[src/hdl/fxd_pkg.sv]
// fxd_pkg: shared types and constants of the coprocessor extension decoder
// assumes: one 100 MHz clock; decoded timings are in coprocessor clocks
package fxd_pkg;

  // ---------------------------------------------------------------
  // instruction field positions (first byte holds escape low bits)
  // ---------------------------------------------------------------
  localparam int unsigned FXD_OP1_MF_LSB = 1;
  localparam int unsigned FXD_MOD_LSB = 6;
  localparam int unsigned FXD_REG_LSB = 3;
  localparam int unsigned FXD_RM_LSB = 0;
  localparam logic [4:0] FXD_ESCAPE_CODE = 5'h1b;

  // ---------------------------------------------------------------
  // addressing-form and selector codes
  // ---------------------------------------------------------------
  localparam logic [1:0] FXD_MOD_NODISP = 2'h0;
  localparam logic [1:0] FXD_MOD_DISP8 = 2'h1;
  localparam logic [1:0] FXD_MOD_DISP16 = 2'h2;
  localparam logic [1:0] FXD_MOD_REG = 2'h3;
  localparam logic [2:0] FXD_RM_BX_SI = 3'h0;
  localparam logic [2:0] FXD_RM_BX_DI = 3'h1;
  localparam logic [2:0] FXD_RM_BP_SI = 3'h2;
  localparam logic [2:0] FXD_RM_BP_DI = 3'h3;
  localparam logic [2:0] FXD_RM_SI = 3'h4;
  localparam logic [2:0] FXD_RM_DI = 3'h5;
  localparam logic [2:0] FXD_RM_DIRECT = 3'h6;
  localparam logic [2:0] FXD_RM_BX = 3'h7;

  // ---------------------------------------------------------------
  // fixed first-byte low bits and constant, sign, transcendental and math prefixes
  // ---------------------------------------------------------------
  localparam logic [2:0] FXD_OP1_MISC = 3'h1;
  localparam logic [2:0] FXD_OP1_CTRL = 3'h3;
  localparam logic [4:0] FXD_CONST_PREFIX = 5'h1d;
  localparam logic [4:0] FXD_SIGN_PREFIX = 5'h1c;
  localparam logic [4:0] FXD_TRANS_PREFIX = 5'h1e;
  localparam logic [4:0] FXD_MATH_PREFIX = 5'h1f;

  // ---------------------------------------------------------------
  // timing constant and stack reset value
  // ---------------------------------------------------------------
  localparam logic [9:0] FXD_POP_PENALTY = 10'h005;
  localparam logic [3:0] FXD_RESET_STACK_TOP = 4'h0;

  typedef enum logic [1:0] {
    FXD_MF_REAL32,
    FXD_MF_INT32,
    FXD_MF_REAL64,
    FXD_MF_INT16
  } fxd_fmt_t;

  typedef enum logic [4:0] {
    FXD_OP_NONE,
    FXD_OP_ADD,
    FXD_OP_MUL,
    FXD_OP_SUB,
    FXD_OP_DIV,
    FXD_OP_CONST,
    FXD_OP_SCALE,
    FXD_OP_PREM,
    FXD_OP_ABS,
    FXD_OP_CHS,
    FXD_OP_PTAN,
    FXD_OP_PATAN,
    FXD_OP_INIT,
    FXD_OP_SETPM,
    FXD_OP_CLEX,
    FXD_OP_LDCW,
    FXD_OP_INCSTP,
    FXD_OP_DECSTP
  } fxd_op_t;

  typedef enum logic [2:0] {
    FXD_EA_NONE,
    FXD_EA_BX_SI,
    FXD_EA_BX_DI,
    FXD_EA_OTHER,
    FXD_EA_DIRECT
  } fxd_ea_t;

  // instruction as forwarded by the host
  typedef struct packed {
    logic [7:0] op1;
    logic [7:0] modrm;
    logic [7:0] disp_lo;
    logic [7:0] disp_hi;
  } fxd_instr_t;

  // address registers supplied by the host
  typedef struct packed {
    logic [15:0] bx;
    logic [15:0] si;
    logic [15:0] di;
  } fxd_regs_t;

  // full decode result
  typedef struct packed {
    fxd_op_t op;
    logic is_mem;
    fxd_fmt_t fmt;
    logic [1:0] disp_bytes;
    fxd_ea_t ea_form;
    logic [15:0] ea;
    logic [2:0] src_phys;
    logic [2:0] dst_phys;
    logic reversed;
    logic pop;
    logic [2:0] const_sel;
    logic [9:0] clk_min;
    logic [9:0] clk_max;
    logic legal;
  } fxd_dec_t;

endpackage : fxd_pkg

[src/hdl/fxd_decoder.sv]
// fxd_decoder: extension-instruction decoder of a numeric coprocessor
// assumes: host forwards whole escape instruction with a one-cycle valid,
//          then waits for done; one mclk per coprocessor clock
//
// Contract
// - addressing form 00, non-direct selector: no displacement bytes
// - form 01: one displacement byte, sign-extended to sixteen bits
// - form 11: selector is a stack-relative register index
// - selector 000 gives BX+SI+disp, 001 gives BX+DI+disp
// - form 00 selector 110: address is the sixteen-bit displacement
// - relative index i names register i below the top; zero is top
// - reverse bit orders subtract/divide operands; destination bit inverts it
// - register arithmetic with pop: five more clocks, pop after write
// - constant loads share a prefix; low bits pick constant; 11 to 24 clocks
// - memory addition fetch format from two-bit field; format-based clocks
// - memory multiply 110 to 168 clocks; register multiply 90 to 145
// - memory divide 215 to 243; register divide 193 to 203 before pop
// - scaling by next register, 32 to 38 clocks
// - partial remainder of top by next, 15 to 190 clocks
// - magnitude and sign flip, 10 to 17 clocks, differ in lowest bit
// - partial tangent of top, 30 to 540 clocks
// - partial arctangent of top and next, 250 to 800 clocks
// - enter protected, initialise, clear exceptions: 2 to 8 clocks
// - load control word reads sixteen bits at the address, 7 to 14 clocks
// - stack pointer increment/decrement by one, 6 to 12 clocks
`timescale 1ns/1ps
module fxd_decoder (
  input wire logic mclk,
  input wire logic rst,
  input wire logic instr_valid,
  input wire fxd_pkg::fxd_instr_t instr,
  input wire fxd_pkg::fxd_regs_t regs,
  input wire logic [15:0] mem_rdata,
  output logic busy,
  output logic done,
  output fxd_pkg::fxd_dec_t dec_ff,
  output logic [2:0] stack_top_ff,
  output logic [15:0] control_word_ff
);
  import fxd_pkg::*;

  typedef enum logic [1:0] {
    FXD_IDLE,
    FXD_EXEC,
    FXD_FINISH
  } fxd_state_t;

  fxd_state_t state_ff;
  fxd_dec_t nxt_dec;
  logic [9:0] cnt_ff;
  logic done_ff;
  logic [1:0] mode;
  logic [2:0] sel;
  logic [2:0] mid;
  logic [2:0] lowb;
  logic [4:0] fixed_hi;
  logic is_reg;
  logic dbit;
  logic pbit;
  logic rbit;
  logic [1:0] disp_bytes;
  fxd_ea_t ea_form;
  logic [15:0] ea;
  logic [2:0] rel_idx;
  logic [2:0] rel_phys;
  logic [2:0] top;
  logic sp_push;
  logic sp_pop;
  logic sp_inc;
  logic sp_dec;
  logic sp_init;
  logic fin;

  assign lowb = instr.op1[FXD_OP1_MF_LSB - 1 +: 3];
  assign mode = instr.modrm[FXD_MOD_LSB +: 2];
  assign mid = instr.modrm[FXD_REG_LSB +: 3];
  assign sel = instr.modrm[FXD_RM_LSB +: 3];
  assign fixed_hi = instr.modrm[7:3];
  assign is_reg = (mode == FXD_MOD_REG);
  assign dbit = instr.op1[2];
  assign pbit = instr.op1[1];
  assign rbit = instr.modrm[3];
  assign rel_idx = sel;

  // ---------------------------------------------------------------
  // address generation and stack pointer
  // ---------------------------------------------------------------
  fxd_addr_gen u_addr (
    .instr(instr),
    .regs(regs),
    .disp_bytes(disp_bytes),
    .ea_form(ea_form),
    .ea(ea)
  );

  fxd_stack_ptr u_sp (
    .mclk(mclk),
    .rst(rst),
    .push(sp_push),
    .pop(sp_pop),
    .inc(sp_inc),
    .dec(sp_dec),
    .reinit(sp_init),
    .rel_idx(rel_idx),
    .top_ff(top),
    .rel_phys(rel_phys)
  );

  // ---------------------------------------------------------------
  // operation decode and clock ranges
  // ---------------------------------------------------------------
  always_comb begin
    nxt_dec = '0;
    nxt_dec.op = FXD_OP_NONE;
    nxt_dec.fmt = fxd_fmt_t'(instr.op1[FXD_OP1_MF_LSB +: 2]);
    nxt_dec.disp_bytes = is_reg ? 2'h0 : disp_bytes;
    nxt_dec.ea_form = ea_form;
    nxt_dec.ea = ea;
    nxt_dec.is_mem = !is_reg;
    nxt_dec.src_phys = top;
    nxt_dec.dst_phys = top;
    nxt_dec.const_sel = sel;
    nxt_dec.legal = 1'b1;
    if (!instr.op1[0] && !is_reg) begin
      // memory-form arithmetic with format field
      case (mid)
        3'h0: begin
          nxt_dec.op = FXD_OP_ADD;
          case (nxt_dec.fmt)
            FXD_MF_REAL32: {nxt_dec.clk_min, nxt_dec.clk_max} = {10'd90, 10'd120};
            FXD_MF_INT32: {nxt_dec.clk_min, nxt_dec.clk_max} = {10'd108, 10'd143};
            FXD_MF_REAL64: {nxt_dec.clk_min, nxt_dec.clk_max} = {10'd95, 10'd125};
            default: {nxt_dec.clk_min, nxt_dec.clk_max} = {10'd102, 10'd137};
          endcase
        end
        3'h1: begin
          nxt_dec.op = FXD_OP_MUL;
          case (nxt_dec.fmt)
            FXD_MF_REAL32: {nxt_dec.clk_min, nxt_dec.clk_max} = {10'd110, 10'd125};
            FXD_MF_INT32: {nxt_dec.clk_min, nxt_dec.clk_max} = {10'd130, 10'd144};
            FXD_MF_REAL64: {nxt_dec.clk_min, nxt_dec.clk_max} = {10'd112, 10'd168};
            default: {nxt_dec.clk_min, nxt_dec.clk_max} = {10'd124, 10'd138};
          endcase
        end
        3'h4, 3'h5: begin
          nxt_dec.op = FXD_OP_SUB;
          nxt_dec.reversed = rbit;
          case (nxt_dec.fmt)
            FXD_MF_REAL32: {nxt_dec.clk_min, nxt_dec.clk_max} = {10'd90, 10'd120};
            FXD_MF_INT32: {nxt_dec.clk_min, nxt_dec.clk_max} = {10'd108, 10'd143};
            FXD_MF_REAL64: {nxt_dec.clk_min, nxt_dec.clk_max} = {10'd95, 10'd125};
            default: {nxt_dec.clk_min, nxt_dec.clk_max} = {10'd102, 10'd137};
          endcase
        end
        3'h6, 3'h7: begin
          nxt_dec.op = FXD_OP_DIV;
          nxt_dec.reversed = rbit;
          case (nxt_dec.fmt)
            FXD_MF_REAL32: {nxt_dec.clk_min, nxt_dec.clk_max} = {10'd215, 10'd225};
            FXD_MF_INT32: {nxt_dec.clk_min, nxt_dec.clk_max} = {10'd230, 10'd243};
            FXD_MF_REAL64: {nxt_dec.clk_min, nxt_dec.clk_max} = {10'd220, 10'd230};
            default: {nxt_dec.clk_min, nxt_dec.clk_max} = {10'd224, 10'd238};
          endcase
        end
        default: nxt_dec.legal = 1'b0;
      endcase
    end else if (lowb[0] == 1'b0 && is_reg && mid[2:1] != 2'h1) begin
      // register-form arithmetic: d and p bits in first byte
      nxt_dec.pop = pbit;
      nxt_dec.dst_phys = dbit ? rel_phys : top;
      nxt_dec.src_phys = dbit ? top : rel_phys;
      case (mid)
        3'h0: begin
          nxt_dec.op = FXD_OP_ADD;
          {nxt_dec.clk_min, nxt_dec.clk_max} = {10'd70, 10'd100};
        end
        3'h1: begin
          nxt_dec.op = FXD_OP_MUL;
          {nxt_dec.clk_min, nxt_dec.clk_max} = {10'd90, 10'd145};
        end
        3'h4, 3'h5: begin
          nxt_dec.op = FXD_OP_SUB;
          nxt_dec.reversed = rbit ^ dbit;
          {nxt_dec.clk_min, nxt_dec.clk_max} = {10'd70, 10'd100};
        end
        default: begin
          nxt_dec.op = FXD_OP_DIV;
          nxt_dec.reversed = rbit ^ dbit;
          {nxt_dec.clk_min, nxt_dec.clk_max} = {10'd193, 10'd203};
        end
      endcase
      if (pbit) begin
        nxt_dec.clk_min = 10'(nxt_dec.clk_min + FXD_POP_PENALTY);
        nxt_dec.clk_max = 10'(nxt_dec.clk_max + FXD_POP_PENALTY);
      end
    end else if (lowb == FXD_OP1_MISC && is_reg) begin
      nxt_dec.is_mem = 1'b0;
      case (fixed_hi)
        FXD_CONST_PREFIX: begin
          nxt_dec.op = FXD_OP_CONST;
          case (sel)
            3'h0, 3'h2: {nxt_dec.clk_min, nxt_dec.clk_max} = {10'd15, 10'd21};
            3'h1, 3'h3: {nxt_dec.clk_min, nxt_dec.clk_max} = {10'd16, 10'd22};
            3'h4: {nxt_dec.clk_min, nxt_dec.clk_max} = {10'd18, 10'd24};
            3'h5: {nxt_dec.clk_min, nxt_dec.clk_max} = {10'd17, 10'd23};
            3'h6: {nxt_dec.clk_min, nxt_dec.clk_max} = {10'd11, 10'd17};
            default: nxt_dec.legal = 1'b0;
          endcase
        end
        FXD_SIGN_PREFIX: begin
          nxt_dec.op = sel[0] ? FXD_OP_ABS : FXD_OP_CHS;
          {nxt_dec.clk_min, nxt_dec.clk_max} = {10'd10, 10'd17};
          nxt_dec.legal = (sel[2:1] == 2'h0);
        end
        FXD_TRANS_PREFIX: begin
          case (sel)
            3'h2: begin
              nxt_dec.op = FXD_OP_PTAN;
              {nxt_dec.clk_min, nxt_dec.clk_max} = {10'd30, 10'd540};
            end
            3'h3: begin
              nxt_dec.op = FXD_OP_PATAN;
              nxt_dec.src_phys = 3'(top + 3'h1);
              {nxt_dec.clk_min, nxt_dec.clk_max} = {10'd250, 10'd800};
            end
            3'h6: begin
              nxt_dec.op = FXD_OP_DECSTP;
              {nxt_dec.clk_min, nxt_dec.clk_max} = {10'd6, 10'd12};
            end
            3'h7: begin
              nxt_dec.op = FXD_OP_INCSTP;
              {nxt_dec.clk_min, nxt_dec.clk_max} = {10'd6, 10'd12};
            end
            default: nxt_dec.legal = 1'b0;
          endcase
        end
        FXD_MATH_PREFIX: begin
          nxt_dec.src_phys = 3'(top + 3'h1);
          case (sel)
            3'h0: begin
              nxt_dec.op = FXD_OP_PREM;
              {nxt_dec.clk_min, nxt_dec.clk_max} = {10'd15, 10'd190};
            end
            3'h5: begin
              nxt_dec.op = FXD_OP_SCALE;
              {nxt_dec.clk_min, nxt_dec.clk_max} = {10'd32, 10'd38};
            end
            default: nxt_dec.legal = 1'b0;
          endcase
        end
        default: nxt_dec.legal = 1'b0;
      endcase
    end else if (lowb == FXD_OP1_CTRL && is_reg && fixed_hi == FXD_SIGN_PREFIX) begin
      {nxt_dec.clk_min, nxt_dec.clk_max} = {10'd2, 10'd8};
      case (sel)
        3'h2: nxt_dec.op = FXD_OP_CLEX;
        3'h3: nxt_dec.op = FXD_OP_INIT;
        3'h4: nxt_dec.op = FXD_OP_SETPM;
        default: nxt_dec.legal = 1'b0;
      endcase
    end else if (lowb == FXD_OP1_MISC && !is_reg && mid == 3'h5) begin
      nxt_dec.op = FXD_OP_LDCW;
      {nxt_dec.clk_min, nxt_dec.clk_max} = {10'd7, 10'd14};
    end else begin
      nxt_dec.legal = 1'b0;
    end
    if (!nxt_dec.legal) begin
      nxt_dec.op = FXD_OP_NONE;
      nxt_dec.clk_min = 10'd1;
      nxt_dec.clk_max = 10'd1;
    end
  end

  // ---------------------------------------------------------------
  // decode capture
  // ---------------------------------------------------------------
  always_ff @(posedge mclk or posedge rst) begin
    if (rst) begin
      dec_ff <= '0;
    end else if (instr_valid && state_ff == FXD_IDLE) begin
      dec_ff <= nxt_dec;
    end
  end

  // ---------------------------------------------------------------
  // execution sequencer: runs for the longest clock count
  // ---------------------------------------------------------------
  assign fin = (state_ff == FXD_EXEC) && (cnt_ff <= 10'd1);

  always_ff @(posedge mclk or posedge rst) begin
    if (rst) begin
      state_ff <= FXD_IDLE;
      cnt_ff <= 10'h000;
    end else begin
      case (state_ff)
        FXD_IDLE: begin
          if (instr_valid) begin
            state_ff <= FXD_EXEC;
            cnt_ff <= nxt_dec.clk_max;
          end
        end
        FXD_EXEC: begin
          cnt_ff <= cnt_ff - 10'h001;
          if (fin) begin
            state_ff <= FXD_FINISH;
          end
        end
        FXD_FINISH: state_ff <= FXD_IDLE;
        default: state_ff <= FXD_IDLE;
      endcase
    end
  end

  always_ff @(posedge mclk or posedge rst) begin
    if (rst) begin
      done_ff <= 1'b0;
    end else begin
      done_ff <= fin;
    end
  end

  // ---------------------------------------------------------------
  // stack effects at the end of execution, after the result write
  // ---------------------------------------------------------------
  assign sp_push = fin && dec_ff.op == FXD_OP_CONST;
  assign sp_pop = fin && dec_ff.pop;
  assign sp_inc = fin && dec_ff.op == FXD_OP_INCSTP;
  assign sp_dec = fin && dec_ff.op == FXD_OP_DECSTP;
  assign sp_init = fin && dec_ff.op == FXD_OP_INIT;

  always_ff @(posedge mclk or posedge rst) begin
    if (rst) begin
      control_word_ff <= 16'h0000;
    end else if (fin && dec_ff.op == FXD_OP_LDCW) begin
      control_word_ff <= mem_rdata;
    end
  end

  assign busy = (state_ff != FXD_IDLE);
  assign done = done_ff;
  assign stack_top_ff = top;

endmodule : fxd_decoder

[src/hdl/fxd_addr_gen.sv]
// fxd_addr_gen: displacement length and effective address of a memory operand
// assumes: host supplies the address register values with the instruction
`timescale 1ns/1ps
module fxd_addr_gen (
  input wire fxd_pkg::fxd_instr_t instr,
  input wire fxd_pkg::fxd_regs_t regs,
  output logic [1:0] disp_bytes,
  output fxd_pkg::fxd_ea_t ea_form,
  output logic [15:0] ea
);
  import fxd_pkg::*;

  logic [1:0] mode;
  logic [2:0] sel;
  logic [15:0] disp;

  assign mode = instr.modrm[FXD_MOD_LSB +: 2];
  assign sel = instr.modrm[FXD_RM_LSB +: 3];

  // ---------------------------------------------------------------
  // displacement
  // ---------------------------------------------------------------
  always_comb begin
    disp = 16'h0000;
    disp_bytes = 2'h0;
    case (mode)
      FXD_MOD_NODISP: begin
        if (sel == FXD_RM_DIRECT) begin
          disp = {instr.disp_hi, instr.disp_lo};
          disp_bytes = 2'h2;
        end else begin
          disp = 16'h0000;
          disp_bytes = 2'h0;
        end
      end
      FXD_MOD_DISP8: begin
        disp = {{8{instr.disp_lo[7]}}, instr.disp_lo};
        disp_bytes = 2'h1;
      end
      FXD_MOD_DISP16: begin
        disp = {instr.disp_hi, instr.disp_lo};
        disp_bytes = 2'h2;
      end
      default: begin
        disp = 16'h0000;
        disp_bytes = 2'h0;
      end
    endcase
  end

  // ---------------------------------------------------------------
  // effective address
  // ---------------------------------------------------------------
  always_comb begin
    ea = 16'h0000;
    ea_form = FXD_EA_NONE;
    if (mode == FXD_MOD_REG) begin
      ea_form = FXD_EA_NONE;
    end else if (mode == FXD_MOD_NODISP && sel == FXD_RM_DIRECT) begin
      ea_form = FXD_EA_DIRECT;
      ea = disp;
    end else begin
      case (sel)
        FXD_RM_BX_SI: begin
          ea_form = FXD_EA_BX_SI;
          ea = 16'(regs.bx + regs.si + disp);
        end
        FXD_RM_BX_DI: begin
          ea_form = FXD_EA_BX_DI;
          ea = 16'(regs.bx + regs.di + disp);
        end
        FXD_RM_SI: begin
          ea_form = FXD_EA_OTHER;
          ea = 16'(regs.si + disp);
        end
        FXD_RM_DI: begin
          ea_form = FXD_EA_OTHER;
          ea = 16'(regs.di + disp);
        end
        FXD_RM_BX: begin
          ea_form = FXD_EA_OTHER;
          ea = 16'(regs.bx + disp);
        end
        default: begin
          ea_form = FXD_EA_OTHER;
          ea = disp;
        end
      endcase
    end
  end

endmodule : fxd_addr_gen

[src/hdl/fxd_stack_ptr.sv]
// fxd_stack_ptr: three-bit stack top pointer and relative register mapping
// assumes: at most one adjust request per cycle
`timescale 1ns/1ps
module fxd_stack_ptr (
  input wire logic mclk,
  input wire logic rst,
  input wire logic push,
  input wire logic pop,
  input wire logic inc,
  input wire logic dec,
  input wire logic reinit,
  input wire logic [2:0] rel_idx,
  output logic [2:0] top_ff,
  output logic [2:0] rel_phys
);
  import fxd_pkg::*;

  logic [2:0] nxt_top;

  // ---------------------------------------------------------------
  // pointer update, wraps modulo eight
  // ---------------------------------------------------------------
  always_comb begin
    nxt_top = top_ff;
    if (reinit) begin
      nxt_top = FXD_RESET_STACK_TOP[2:0];
    end else if (push || dec) begin
      nxt_top = 3'(top_ff - 3'h1);
    end else if (pop || inc) begin
      nxt_top = 3'(top_ff + 3'h1);
    end
  end

  always_ff @(posedge mclk or posedge rst) begin
    if (rst) begin
      top_ff <= FXD_RESET_STACK_TOP[2:0];
    end else begin
      top_ff <= nxt_top;
    end
  end

  // relative index counts down from the top; index zero is the top
  assign rel_phys = 3'(top_ff + rel_idx);

endmodule : fxd_stack_ptr

[config.mk]
export PLATFORM = sky130hd
export DESIGN_NAME = fxd_decoder
export DESIGN_NICKNAME = d
export VERILOG_FILES = /design/src/hdl/fxd_pkg.sv /design/src/hdl/fxd_decoder.sv /design/src/hdl/fxd_addr_gen.sv /design/src/hdl/fxd_stack_ptr.sv
export SDC_FILE = /design/constraint.sdc
export NUM_CORES = 1
export LEC_CHECK = 0
export ABC_AREA = 1
export BUFFER_PORTS_ARGS = -buffer_cell sky130_fd_sc_hd__clkbuf_2
export CAP_MARGIN = 0
export CORE_MARGIN = 5
export CORE_UTILIZATION = 45
export CTS_CLUSTER_DIAMETER = 30
export DETAILED_ROUTE_END_ITERATION = 8
export GPL_ROUTABILITY_DRIVEN = 1
export PLACE_DENSITY = 0.64
export SLEW_MARGIN = 30
export SYNTH_ARGS = -nofsm -noshare
export SYNTH_HDL_FRONTEND = slang
export SYNTH_SLANG_ARGS = --single-unit
[constraint.sdc]
create_clock -name mclk -period 3.25 [get_ports mclk]
set_input_delay 0.65 -clock mclk [delete_from_list [all_inputs] [get_ports mclk]]
set_output_delay 0.65 -clock mclk [all_outputs]
set_load 0.02 [all_outputs]
# == Word level (Yosys, flattened, before mapping) ==
# Cells that the tools add are included.
# op_classes
reduce_logical,45
add_sub_neg,13
n_eq_ne,32
shifts,0
div,0
bitwise,2
mul,0
magnitude_cmp,1
muxes,73
# ops
cell,count
$pmux 16 s3,3
$add 16x16->16,7
$pmux 18 s3,2
$mux 20,5
$pmux 16 s5,1
$pmux 20 s4,1
$pmux 15 s5,1
$mux 21,3
$pmux 20 s3,1
$mux 16,3
$pmux 5 s4,2
$pmux 18 s2,1
$pmux 16 s2,1
$eq 5x5->1 const B,6
$mux 3,10
$mux 5,6
$eq 3x3->1 const B,8
$add 10x3->10 const B,2
$pmux 10 s2,1
$logic_and 1x1->1,17
$mux 1,15
$reduce_or 2->1,7
$mux 13,1
$pmux 3 s2,2
other kinds (36),60
# totals
ram_bits,0
output_inout_bits,82
word_cells,185
mem_bits_ro,0
ff_bits,93
input_bits,99
latch_bits,0
n_memories,0

# == Depth between registers and ports, before layout ==
# Gate-level depths: netlist (run 1).
# depth
depth_word,12
mapped_depth,21
ltp_nobuf,20

# == Cells and area by module ==
# From an unflattened synthesis (run 1), not the netlist that was laid out.
# unflattened
hier_cells,1426
area_unflattened_um2,9567.9
# by_module_without_submodules
mod,area_per_inst_um2,seq_area_each_um2,cells_per_inst,instances
fxd_decoder,5241.3,2202.1,676,1
fxd_addr_gen,4065.1,0.0,717,1
fxd_stack_ptr,261.5,75.1,33,1

# == Least setup slack after synthesis (run 1) ==
# No wires, ideal clock.
# synth_timing
kind,in2reg
from,input instr[18] (netlist bit)
to,register dec_ff[39] (netlist bit)
required_ps,3132
path_slack_ps,-509
setup_time_ps,118
arrival_ps,3641
stages,19
n_path_buf,1
path_cell_list,buf_2 > nand2_1 > nor2_2 > nand2_1 > o21ai_2 > nor2_4 > nor2_1 > fa_1 > ha_1 > fa_1 > nand3_1 > nand3_1 > nand2_1 > nand2_1 > or2_2 > nand3_1 > nand4_1 > nand3_1 > nand2_1
# synth_via
elab_chain_len,7
# synth_rtl
item,line_no,source
start: declaration,fxd_decoder.sv:31,"input wire fxd_pkg::fxd_instr_t instr,"
$eq 3x3->1,"fxd_addr_gen.sv:28, fxd_addr_gen.sv:59",
$mux 16,fxd_addr_gen.sv:28,if (sel == FXD_RM_DIRECT) begin
$pmux 16 s3,fxd_addr_gen.sv:26,case (mode)
$add 16x16->16 (on tied branches),-,
$pmux 16 s5,fxd_addr_gen.sv:63,case (sel)
$mux 16 (*),fxd_addr_gen.sv:59,end else if (mode == FXD_MOD_NODISP && sel == FXD_RM_DIRECT) begin
$mux 16 (*),fxd_addr_gen.sv:57,if (mode == FXD_MOD_REG) begin
end signal: assignment,fxd_decoder.sv:281,dec_ff <= nxt_dec;
end: declaration,fxd_decoder.sv:36,"output fxd_pkg::fxd_dec_t dec_ff,"
# Every way passes the cells marked *; elsewhere a longest branch is shown, timed or not.
# A chain may end at the register's enable or synchronous reset.

# == Final worst setup path (run 1) ==
# layout_timing
from,input instr[23] (netlist bit)
to,register dec_ff[39] (netlist bit)
# layout_via
elab_chain_len,6
# layout_rtl
item,line_no
"$eq 2x2->1, or another cell as far along",fxd_addr_gen.sv:26
$pmux 16 s3,fxd_addr_gen.sv:26
$add 16x16->16 (on tied branches),-
$pmux 16 s5,fxd_addr_gen.sv:63
$mux 16,fxd_addr_gen.sv:59
$mux 16 (*),fxd_addr_gen.sv:57
# Marks and branches as above.

==> run_results.csv, run 1 <==
group,metric,value,unit
run_status,outcome,"finished, final reports clean",
cells_and_area,antenna_cells_inserted,0,
detailed_routing,route.detailed.drc,0,
cts,numCtsBuffers,9,
timing,timing.fmax,317.1,MHz
setup_path,crit_path_max_fo,6,
detailed_routing,drt-pass1-iter-count,5,
cts,hold_buffers,0,
power,power.density_cell_area,356.1,nW/um2
setup_path,worstReg2RegEnd,"control_word_ff[5]",
grt,grt_start_max_net_pins,50,
cells_and_area,multi_input_area,6578,um2
floorplan,core,20230,um2
synth,synth_area_per_cell,6.711,um2
detailed_routing,post_drt_wl_per_cell,16.93,um
timing,worst-slew-pin-transition,0.6989,ns
cells_and_area,drive_above_1_share,26.70,%
power,totalPowerFinal,4.272,mW
placement,dpl-instance-area,11260,um2
cells_and_area,final-seq-area,2277,um2
run,max_cap_viol_count,0,
synth,yosys_warnings,0,
detailed_routing,vias_per_cell,5.327,
power,power_switching_share,36.35,%
cells_and_area,fill_cells,2029,
cts,worstSkewPairLatency,0.35,ns
grt,grt_antenna_before_repair,0,
synth,yosys.cell_types.count,55,
synth,ys_ff_latch,91,
synth,post-synth-top-count-cell,"sky130_fd_sc_hd__nand2_1",
timing,min_period_over_period,97.04,%
synth,synth_largest_type_area_fraction,24.69,%
cells_and_area,final_net_count,1836,
synth,synth_top_area_cell,"sky130_fd_sc_hd__dfrtp_1",
synth,most_instantiated_flip_flop_cell_in_the_synthesis_netlist,"sky130_fd_sc_hd__dfrtp_1",
placement,io_buffer_count,173,
power,ir_drop,277.0,uV
cts,clock_tree.root_cell,"sky130_fd_sc_hd__clkbuf_16",
floorplan,rows,52,
setup_path,setup.reg_to_reg.worst_slack,1.09,ns
synth,synth.top_cells.by_area,"sky130_fd_sc_hd__dfrtp_1 (25%), sky130_fd_sc_hd__nand2_1 (18%), sky130_fd_sc_hd__ha_1 (8.1%)",
detailed_routing,dr.first_iter.drc_count,891,
power,power.sequential.fraction,26.8,%
cts,clock_sinks,91,
synth,ys_async_sr_fraction,100.0,%
placement,gp_congestion,0.9997,
cells_and_area,final_core_util,59.28,%
synth,combined_area_of_all_synthesized_cells,9221,um2
detailed_routing,ant_nets,0,
power,clock_power_share,29.4,%
synth,number_of_cells_produced_by_synthesis,1374,
cts,clk_path_buf_depth,2,
cts,cts_tree,"yes",
grt,grt_first_pass_wirelength,51070,um
grt,number_of_global_route_vias_before_repair,9545,
power,power.internal,2.719,mW
setup_path,critical_path.endpoint_type,"flip-flop",
timing,min_period,3.154,ns
setup_path,worst_r2r_path_depth,8,
floorplan,die-height,153.2,um
timing,setup_viol,0,
setup_path,reg2reg_from,"cnt_ff[0]",
cells_and_area,area.growth.synth_to_final,30.08,%
cells_and_area,final_design_instance_area_without_fill,12000,um2
floorplan,ioPinCount,181,
detailed_routing,vias,10220,
timing,totalNegativeSetupSlack,0,ns
grt,globalRouteOverflowTotal,0,
floorplan,die_w,153.2,um
timing,timing.final.hold_violations,0,
power,power.share.combinational,43.8,%
floorplan,initial_core_util,45.57,%
hold_path,hold_class,"in2async",
timing,maxSlewViolCount,0,
setup_path,crit_type,"in2reg",
synth,synth_enable_flop_cells,0,
timing,clk_skew,0.007314,ns
power,power.switching,1.553,mW
floorplan,die-area,23450,um2
detailed_routing,drt-total-wl,32480,um
synth,synth_seq_area_share,24.69,%
cts,cts-htree-levels,3,
power,power.leakage,6.432,nW
setup_path,cp.arrival,3.39,ns
synth,ys_top_cells_by_count,"sky130_fd_sc_hd__nand2_1 (432), sky130_fd_sc_hd__inv_1 (156), sky130_fd_sc_hd__nor2_1 (112), sky130_fd_sc_hd__nand3_1 (109), sky130_fd_sc_hd__o21ai_0 (95)",
placement,place.detailed.hpwl,26330,um
grt,grt_use_total,26.95,%
setup_path,worst_setup_path_start_kind,"input port",
timing,relSlewSlack,53.36,%
cts,clk_pin_slew,0.06,ns
setup_path,timing.critical_path.required,3.49,ns
## flip-flops by register name (all words and copies together), names as in the netlist
signal and count:
control_word_ff 16, u_sp.top_ff 3, state_ff 2, dec_ff 59, done 1, cnt_ff 10
## critical path, stage by stage
cell and delay (ns):
sky130_fd_sc_hd__clkbuf_2 0.12, sky130_fd_sc_hd__nor2_2 0.15, sky130_fd_sc_hd__nand2_2 0.10, sky130_fd_sc_hd__o21ai_4 0.09, sky130_fd_sc_hd__nor2_4 0.05, sky130_fd_sc_hd__buf_12 0.14, sky130_fd_sc_hd__nor2_4 0.12, sky130_fd_sc_hd__fa_1 0.47
sky130_fd_sc_hd__ha_4 0.20, sky130_fd_sc_hd__fa_2 0.35, sky130_fd_sc_hd__nand3_2 0.09, sky130_fd_sc_hd__nand3_4 0.11, sky130_fd_sc_hd__nand2_2 0.10, sky130_fd_sc_hd__nand2_4 0.06, sky130_fd_sc_hd__or2_4 0.22, sky130_fd_sc_hd__nand3_2 0.05
sky130_fd_sc_hd__nand4_1 0.14, sky130_fd_sc_hd__nand3_1 0.12, sky130_fd_sc_hd__nand2_1 0.05
## worst max path at each step
stage | from | to | slack [ns] | depth (start not counted)
6_report | instr[23] | dec_ff[39] | 0.1 | 19
5_1_grt | instr[23] | dec_ff[42] | -0.05 | 19
4_1_cts | instr[17] | dec_ff[42] | 0.007 | 20
3_5_place_dp | instr[17] | dec_ff[44] | -0.46 | 18
3_3_place_gp | instr[18] | dec_ff[44] | -0.39 | 17
2_1_floorplan | instr[18] | dec_ff[39] | -0.04 | 19
## power groups by stage
stage | Combinational (mW) | Sequential, mW | Clock [mW]
2_1_floorplan | 0.990 | 1.18 | 0
3_3_place_gp | 1.66 | 1.17 | 0
3_5_place_dp | 1.67 | 1.17 | 0
4_1_cts | 1.68 | 1.15 | 1.28
5_1_grt | 2.08 | 1.15 | 1.33
6_report | 1.87 | 1.15 | 1.26
## kinds of logic after synthesis
logic type | share of synthesized area [%]
adder cells (fa/ha/maj) | 15.52
flip-flops | 24.69
AO/OA/AOI/OAI | 14.50
other | 0.04067
multiplexers | 1.995
XOR/XNOR | 0.8549
AND/OR/NAND/NOR | 33.88
buffers and inverters | 8.507
## cell type report
| cell class | instances | area share, % |
|---|---|---|
| Clock buffer | 11 | 2.024 |
| Clock inverter | 5 | 0.9075 |
| Inverter | 169 | 5.320 |
| Multi-Input combinational cell | 1082 | 54.83 |
| Sequential cell | 91 | 18.98 |
| Tap cell | 270 | 2.816 |
| Timing Repair Buffer | 290 | 15.11 |
## stage by stage
stage               cells  hold slack, ns  setup slack, ns
detailed placement   1898          0.4671          -0.4582
finish               1918          0.3795          0.09608
floorplan            1375          0.4691         -0.03528
global route         1918          0.4422         -0.05311
global placement     1898          0.4640          -0.3867
CTS                  1914          0.3901         0.006523
## cells in the final DEF, fill, tap and decap left out, types with 16 or more instances in the layout
| master | n |
|---|---|
| sky130_fd_sc_hd__fa_1 | 32 |
| sky130_fd_sc_hd__nand2_1 | 417 |
| sky130_fd_sc_hd__nor2_2 | 16 |
| sky130_fd_sc_hd__nor2_1 | 93 |
| sky130_fd_sc_hd__nand2_2 | 20 |
| sky130_fd_sc_hd__nand4_1 | 22 |
| sky130_fd_sc_hd__o21ai_0 | 90 |
| sky130_fd_sc_hd__a21oi_1 | 58 |
| sky130_fd_sc_hd__nand3_1 | 102 |
| sky130_fd_sc_hd__ha_1 | 46 |
| sky130_fd_sc_hd__inv_1 | 151 |
| sky130_fd_sc_hd__clkbuf_2 | 170 |
| sky130_fd_sc_hd__buf_4 | 113 |
| sky130_fd_sc_hd__dfrtp_1 | 91 |
## layer usage
| metal | track usage, % | share of wire, % |
|---|---|---|
| met5 | 0 | 0 |
| met2 | 41.46 | 44 |
| met4 | 6.449 | 2.1 |
| met1 | 39.11 | 46 |
| met3 | 5.428 | 7.6 |
## timing repair
| action | 4_1_cts | 5_1_grt |
|---|---|---|
| pin swaps | 0 | 28 |
| buffers inserted | 0 | 4 |
| gates resized for setup | 5 | 78 |
| setup endpoints to repair | 7 | 12 |
Note: power is estimated with default switching activity, not from simulation.
==> inputs of run 2 (changes only) <==
--- a/config.mk
+++ b/config.mk
@@ -5,7 +5,6 @@
 export SDC_FILE = /design/constraint.sdc
 export NUM_CORES = 1
 export LEC_CHECK = 0
-export ABC_AREA = 1
 export BUFFER_PORTS_ARGS = -buffer_cell sky130_fd_sc_hd__clkbuf_2
 export CAP_MARGIN = 0
 export CORE_MARGIN = 5
@@ -14,6 +13,7 @@
 export DETAILED_ROUTE_END_ITERATION = 8
 export GPL_ROUTABILITY_DRIVEN = 1
 export PLACE_DENSITY = 0.64
+export REMOVE_ABC_BUFFERS = 1
 export SLEW_MARGIN = 30
 export SYNTH_ARGS = -nofsm -noshare
 export SYNTH_HDL_FRONTEND = slang
==> constraint.sdc (replaced) <==
create_clock -name mclk -period 2.95 [get_ports mclk]
set_input_delay 0.59 -clock mclk [delete_from_list [all_inputs] [get_ports mclk]]
set_output_delay 0.59 -clock mclk [all_outputs]
set_load 0.02 [all_outputs]
==> run_results.csv, run 2 <==
group,metric,value,unit
synth,fraction_of_synthesized_area_in_multiplexers,5.614,%
cts,cts_tree,"yes",
cells_and_area,final_core_util,62.42,%
power,power.leakage,5.962,nW
placement,place.detailed.hpwl,25020,um
cells_and_area,max_flop_register,"dec_ff",
floorplan,die-height,151.1,um
grt,grt_first_pass_wirelength,50160,um
timing,timing.final.hold_violations,0,
power,power.share.combinational,47.5,%
cts,clk_path_buf_depth,2,
synth,post-synth-top-count-cell,"sky130_fd_sc_hd__nand2_1",
synth,synth_seq_area_share,25.42,%
power,power.sequential.fraction,27.4,%
timing,min_period_over_period,119.4,%
synth,synth_enable_flop_cells,0,
synth,yosys.cell_types.count,78,
cells_and_area,antenna_cells_inserted,0,
cells_and_area,drive_above_1_share,34.45,%
grt,grt_use_total,27.79,%
synth,number_of_cells_produced_by_synthesis,1079,
cts,clock_tree.root_cell,"sky130_fd_sc_hd__clkbuf_16",
synth,combined_area_of_all_synthesized_cells,8960,um2
detailed_routing,route.detailed.drc,0,
placement,io_buffer_count,173,
cells_and_area,final_net_count,1616,
detailed_routing,route.layer.met1.wl,14220,um
grt,globalRouteOverflowTotal,0,
timing,timing.fmax,283.9,MHz
floorplan,core,19530,um2
setup_path,worst_setup_path_start_kind,"input port",
synth,synth_largest_type_area_fraction,25.42,%
grt,grt_start_max_net_pins,43,
power,power.switching,1.741,mW
run_status,outcome,"complete, but fails checks",
run,max_cap_viol_count,0,
detailed_routing,routed.top_layer,"met4",
grt,grt_antenna_before_repair,0,
synth,post_synth_fa_ha_maj_area_fraction,15.98,%
cts,hold_buffers,0,
cells_and_area,area.growth.synth_to_final,36.03,%
synth,yosys_warnings,0,
synth,ys_async_sr_fraction,100.0,%
cells_and_area,largest_registers,"dec_ff: 59 flops, control_word_ff: 16 flops, cnt_ff: 10 flops",
grt,number_of_global_route_vias_before_repair,9439,
cts,clk_pin_slew,0.08,ns
cells_and_area,layoutNonFillerInstCount,1693,
floorplan,ioPinCount,181,
timing,grt_setup_unrepaired,"true",
power,power_switching_share,37.18,%
cts,cts-htree-levels,3,
floorplan,die-area,22830,um2
cells_and_area,final-seq-area,2277,um2
placement,total_placed_cells_including_tap_cells,1667,
synth,synth_top_area_cell,"sky130_fd_sc_hd__dfrtp_1",
detailed_routing,dr_wl_met2,13770,um
synth,ys_top_cells_by_count,"sky130_fd_sc_hd__nand2_1 (141), sky130_fd_sc_hd__o21ai_0 (101), sky130_fd_sc_hd__dfrtp_1 (91), sky130_fd_sc_hd__nor2_1 (83), sky130_fd_sc_hd__a21oi_1 (76)",
cells_and_area,final_common_cell,"sky130_fd_sc_hd__buf_4",
detailed_routing,vias_per_cell,5.681,
timing,relSlewSlack,48.83,%
cts,worstSkewPairLatency,0.36,ns
detailed_routing,drt-pass1-iter-count,6,
cells_and_area,multi_input_area,6603,um2
power,power.internal,2.942,mW
timing,worst-slew-pin-transition,0.7648,ns
detailed_routing,ant_nets,0,
power,power.density_cell_area,384.2,nW/um2
synth,most_instantiated_flip_flop_cell_in_the_synthesis_netlist,"sky130_fd_sc_hd__dfrtp_1",
power,clock_power_share,25.1,%
placement,gp_congestion,0.9595,
timing,clk_skew,0.01354,ns
detailed_routing,dr.first_iter.drc_count,749,
run_status,failing_checks,"negative setup slack",
timing,maxSlewViolCount,0,
synth,synth-simple-area-share,19.62,%
hold_path,hold_class,"in2async",
synth,combinational_family_with_the_most_area_after_synthesis,"compound AO/OA/AOI/OAI gates",
synth,ys_ff_latch,91,
cts,clock_sinks,91,
cts,numCtsBuffers,9,
timing,min_period,3.522,ns
cells_and_area,mostFrequentLayoutCells,"sky130_fd_sc_hd__buf_4 (204), sky130_fd_sc_hd__clkbuf_2 (172), sky130_fd_sc_hd__nand2_1 (135), sky130_fd_sc_hd__dfrtp_1 (91), sky130_fd_sc_hd__o21ai_0 (89)",
floorplan,initial_core_util,45.89,%
detailed_routing,vias,9618,
timing,fin_ws,-0.5721,ns
setup_path,cp.arrival,3.77,ns
detailed_routing,drt-total-wl,31580,um
synth,synth-compound-area-share,25.12,%
setup_path,crit_type,"in2reg",
synth,synth_area_per_cell,8.304,um2
detailed_routing,post_drt_wl_per_cell,18.65,um
synth,synth.top_cells.by_area,"sky130_fd_sc_hd__dfrtp_1 (25%), sky130_fd_sc_hd__ha_1 (8.4%), sky130_fd_sc_hd__fa_1 (7.6%)",
timing,setup_viol,14,
synth,synth-xor-area-share,4.106,%
floorplan,die_w,151.1,um
power,ir_drop,215.3,uV
setup_path,timing.critical_path.required,3.20,ns
floorplan,rows,51,
setup_path,critical_path.endpoint_type,"flip-flop",
setup_path,crit_path_max_fo,4,
detailed_routing,met3RoutedLength,2766,um
cells_and_area,largest_register_ffs,59,
setup_path,setup.reg_to_reg.worst_slack,0.35,ns
cells_and_area,fill_cells,1765,
run 2: cell types whose count changed in the layout (fill, tap and decap cells not counted), moves of 15 or more:
cell,delta
sky130_fd_sc_hd__nand2_1,-282
sky130_fd_sc_hd__nand2b_1,+15
sky130_fd_sc_hd__nand3_1,-78
sky130_fd_sc_hd__buf_4,+91
sky130_fd_sc_hd__inv_2,-15
sky130_fd_sc_hd__nor2_2,-15
sky130_fd_sc_hd__mux2i_1,+24
sky130_fd_sc_hd__nand2_2,-17
sky130_fd_sc_hd__a21o_1,+24
sky130_fd_sc_hd__xnor2_1,+18
sky130_fd_sc_hd__inv_1,-119
sky130_fd_sc_hd__nand4_1,-17
run 2: final cells by class:
class	count	area share, %
multi-input cells	897	54.17
clock buffers	9	1.848
well taps	265	2.720
repair buffers	388	20.84
clock inverters	7	0.5852
flip-flops and latches	91	18.68
inverters	36	1.150
run 2: power by group through the flow:
| stage | Sequential [mW] | Combinational [mW] | Clock, mW |
|---|---|---|---|
| after floorplan | 1.34 | 1.06 | 0 |
| after global placement | 1.31 | 1.96 | 0 |
| after detailed placement | 1.31 | 1.98 | 0 |
| after CTS | 1.29 | 2.15 | 1.20 |
| after global routing | 1.29 | 2.43 | 1.24 |
| final | 1.29 | 2.22 | 1.17 |
run 2: worst paths after layout:
path	endpoint	cells after the start	from
worst max-delay path	dec_ff[45]	17	instr[16]
worst min-delay path	control_word_ff[12]	2	rst
worst max register to register	control_word_ff[0]	5	cnt_ff[2]
worst min register to register	dec_ff[8]	2	dec_ff[8]
max in group asynchronous	control_word_ff[9]	3	rst
min in group mclk	control_word_ff[1]	2	mem_rdata[1]
run 2: critical path, cell delays in order:
cell and delay, ns:
sky130_fd_sc_hd__buf_6 0.09, sky130_fd_sc_hd__nand3b_1 0.20, sky130_fd_sc_hd__a21oi_4 0.31, sky130_fd_sc_hd__buf_6 0.15, sky130_fd_sc_hd__nand2_4 0.05, sky130_fd_sc_hd__inv_4 0.06
sky130_fd_sc_hd__fa_1 0.44, sky130_fd_sc_hd__ha_4 0.19, sky130_fd_sc_hd__fa_2 0.34, sky130_fd_sc_hd__a211oi_2 0.26, sky130_fd_sc_hd__o21ai_1 0.13, sky130_fd_sc_hd__a21oi_1 0.17
sky130_fd_sc_hd__buf_4 0.17, sky130_fd_sc_hd__o21ai_2 0.07, sky130_fd_sc_hd__xnor2_2 0.16, sky130_fd_sc_hd__o21ai_2 0.07, sky130_fd_sc_hd__a221o_1 0.30
run 2: logic make-up (layout without fill, tap and decap cells):
group / Yosys count / in the layout
XOR/XNOR: 42 / 42
AO/OA/AOI/OAI: 348 / 348
AND/OR/NAND/NOR: 367 / 367
buffers and inverters: 92 / 440
multiplexers: 44 / 44
flip-flops: 91 / 91
other: 1 / 2
adder cells (fa/ha/maj): 94 / 94
run 2: routing by layer:
metal	vias to the layer above	GRT usage, %
li1	4629	-
met3	47	4.518
met4	0	8.658
met5	-	0
met1	4488	40.42
met2	454	42.38
run 2: repair_timing:
action                                  CTS  global route
pin swaps                                59            23
buffers inserted                          8             3
gates resized for setup                  67            17
endpoints found under the setup margin   14            14
run 2: per-stage QoR:
step | worst slack [ns] | setup TNS, ns | total power, mW | hold WS, ns | instance area [um2]
global placement | -1.339 | -16.09 | 3.265 | 0.4605 | 11490
finish | -0.5721 | -5.752 | 4.683 | 0.2835 | 12190
global route | -0.6786 | -7.402 | 4.963 | 0.3333 | 12190
floorplan | -0.9454 | -8.479 | 2.392 | 0.4792 | 8731
detailed placement | -1.480 | -17.86 | 3.287 | 0.4619 | 11490
CTS | -0.4930 | -5.018 | 4.638 | 0.2959 | 12090
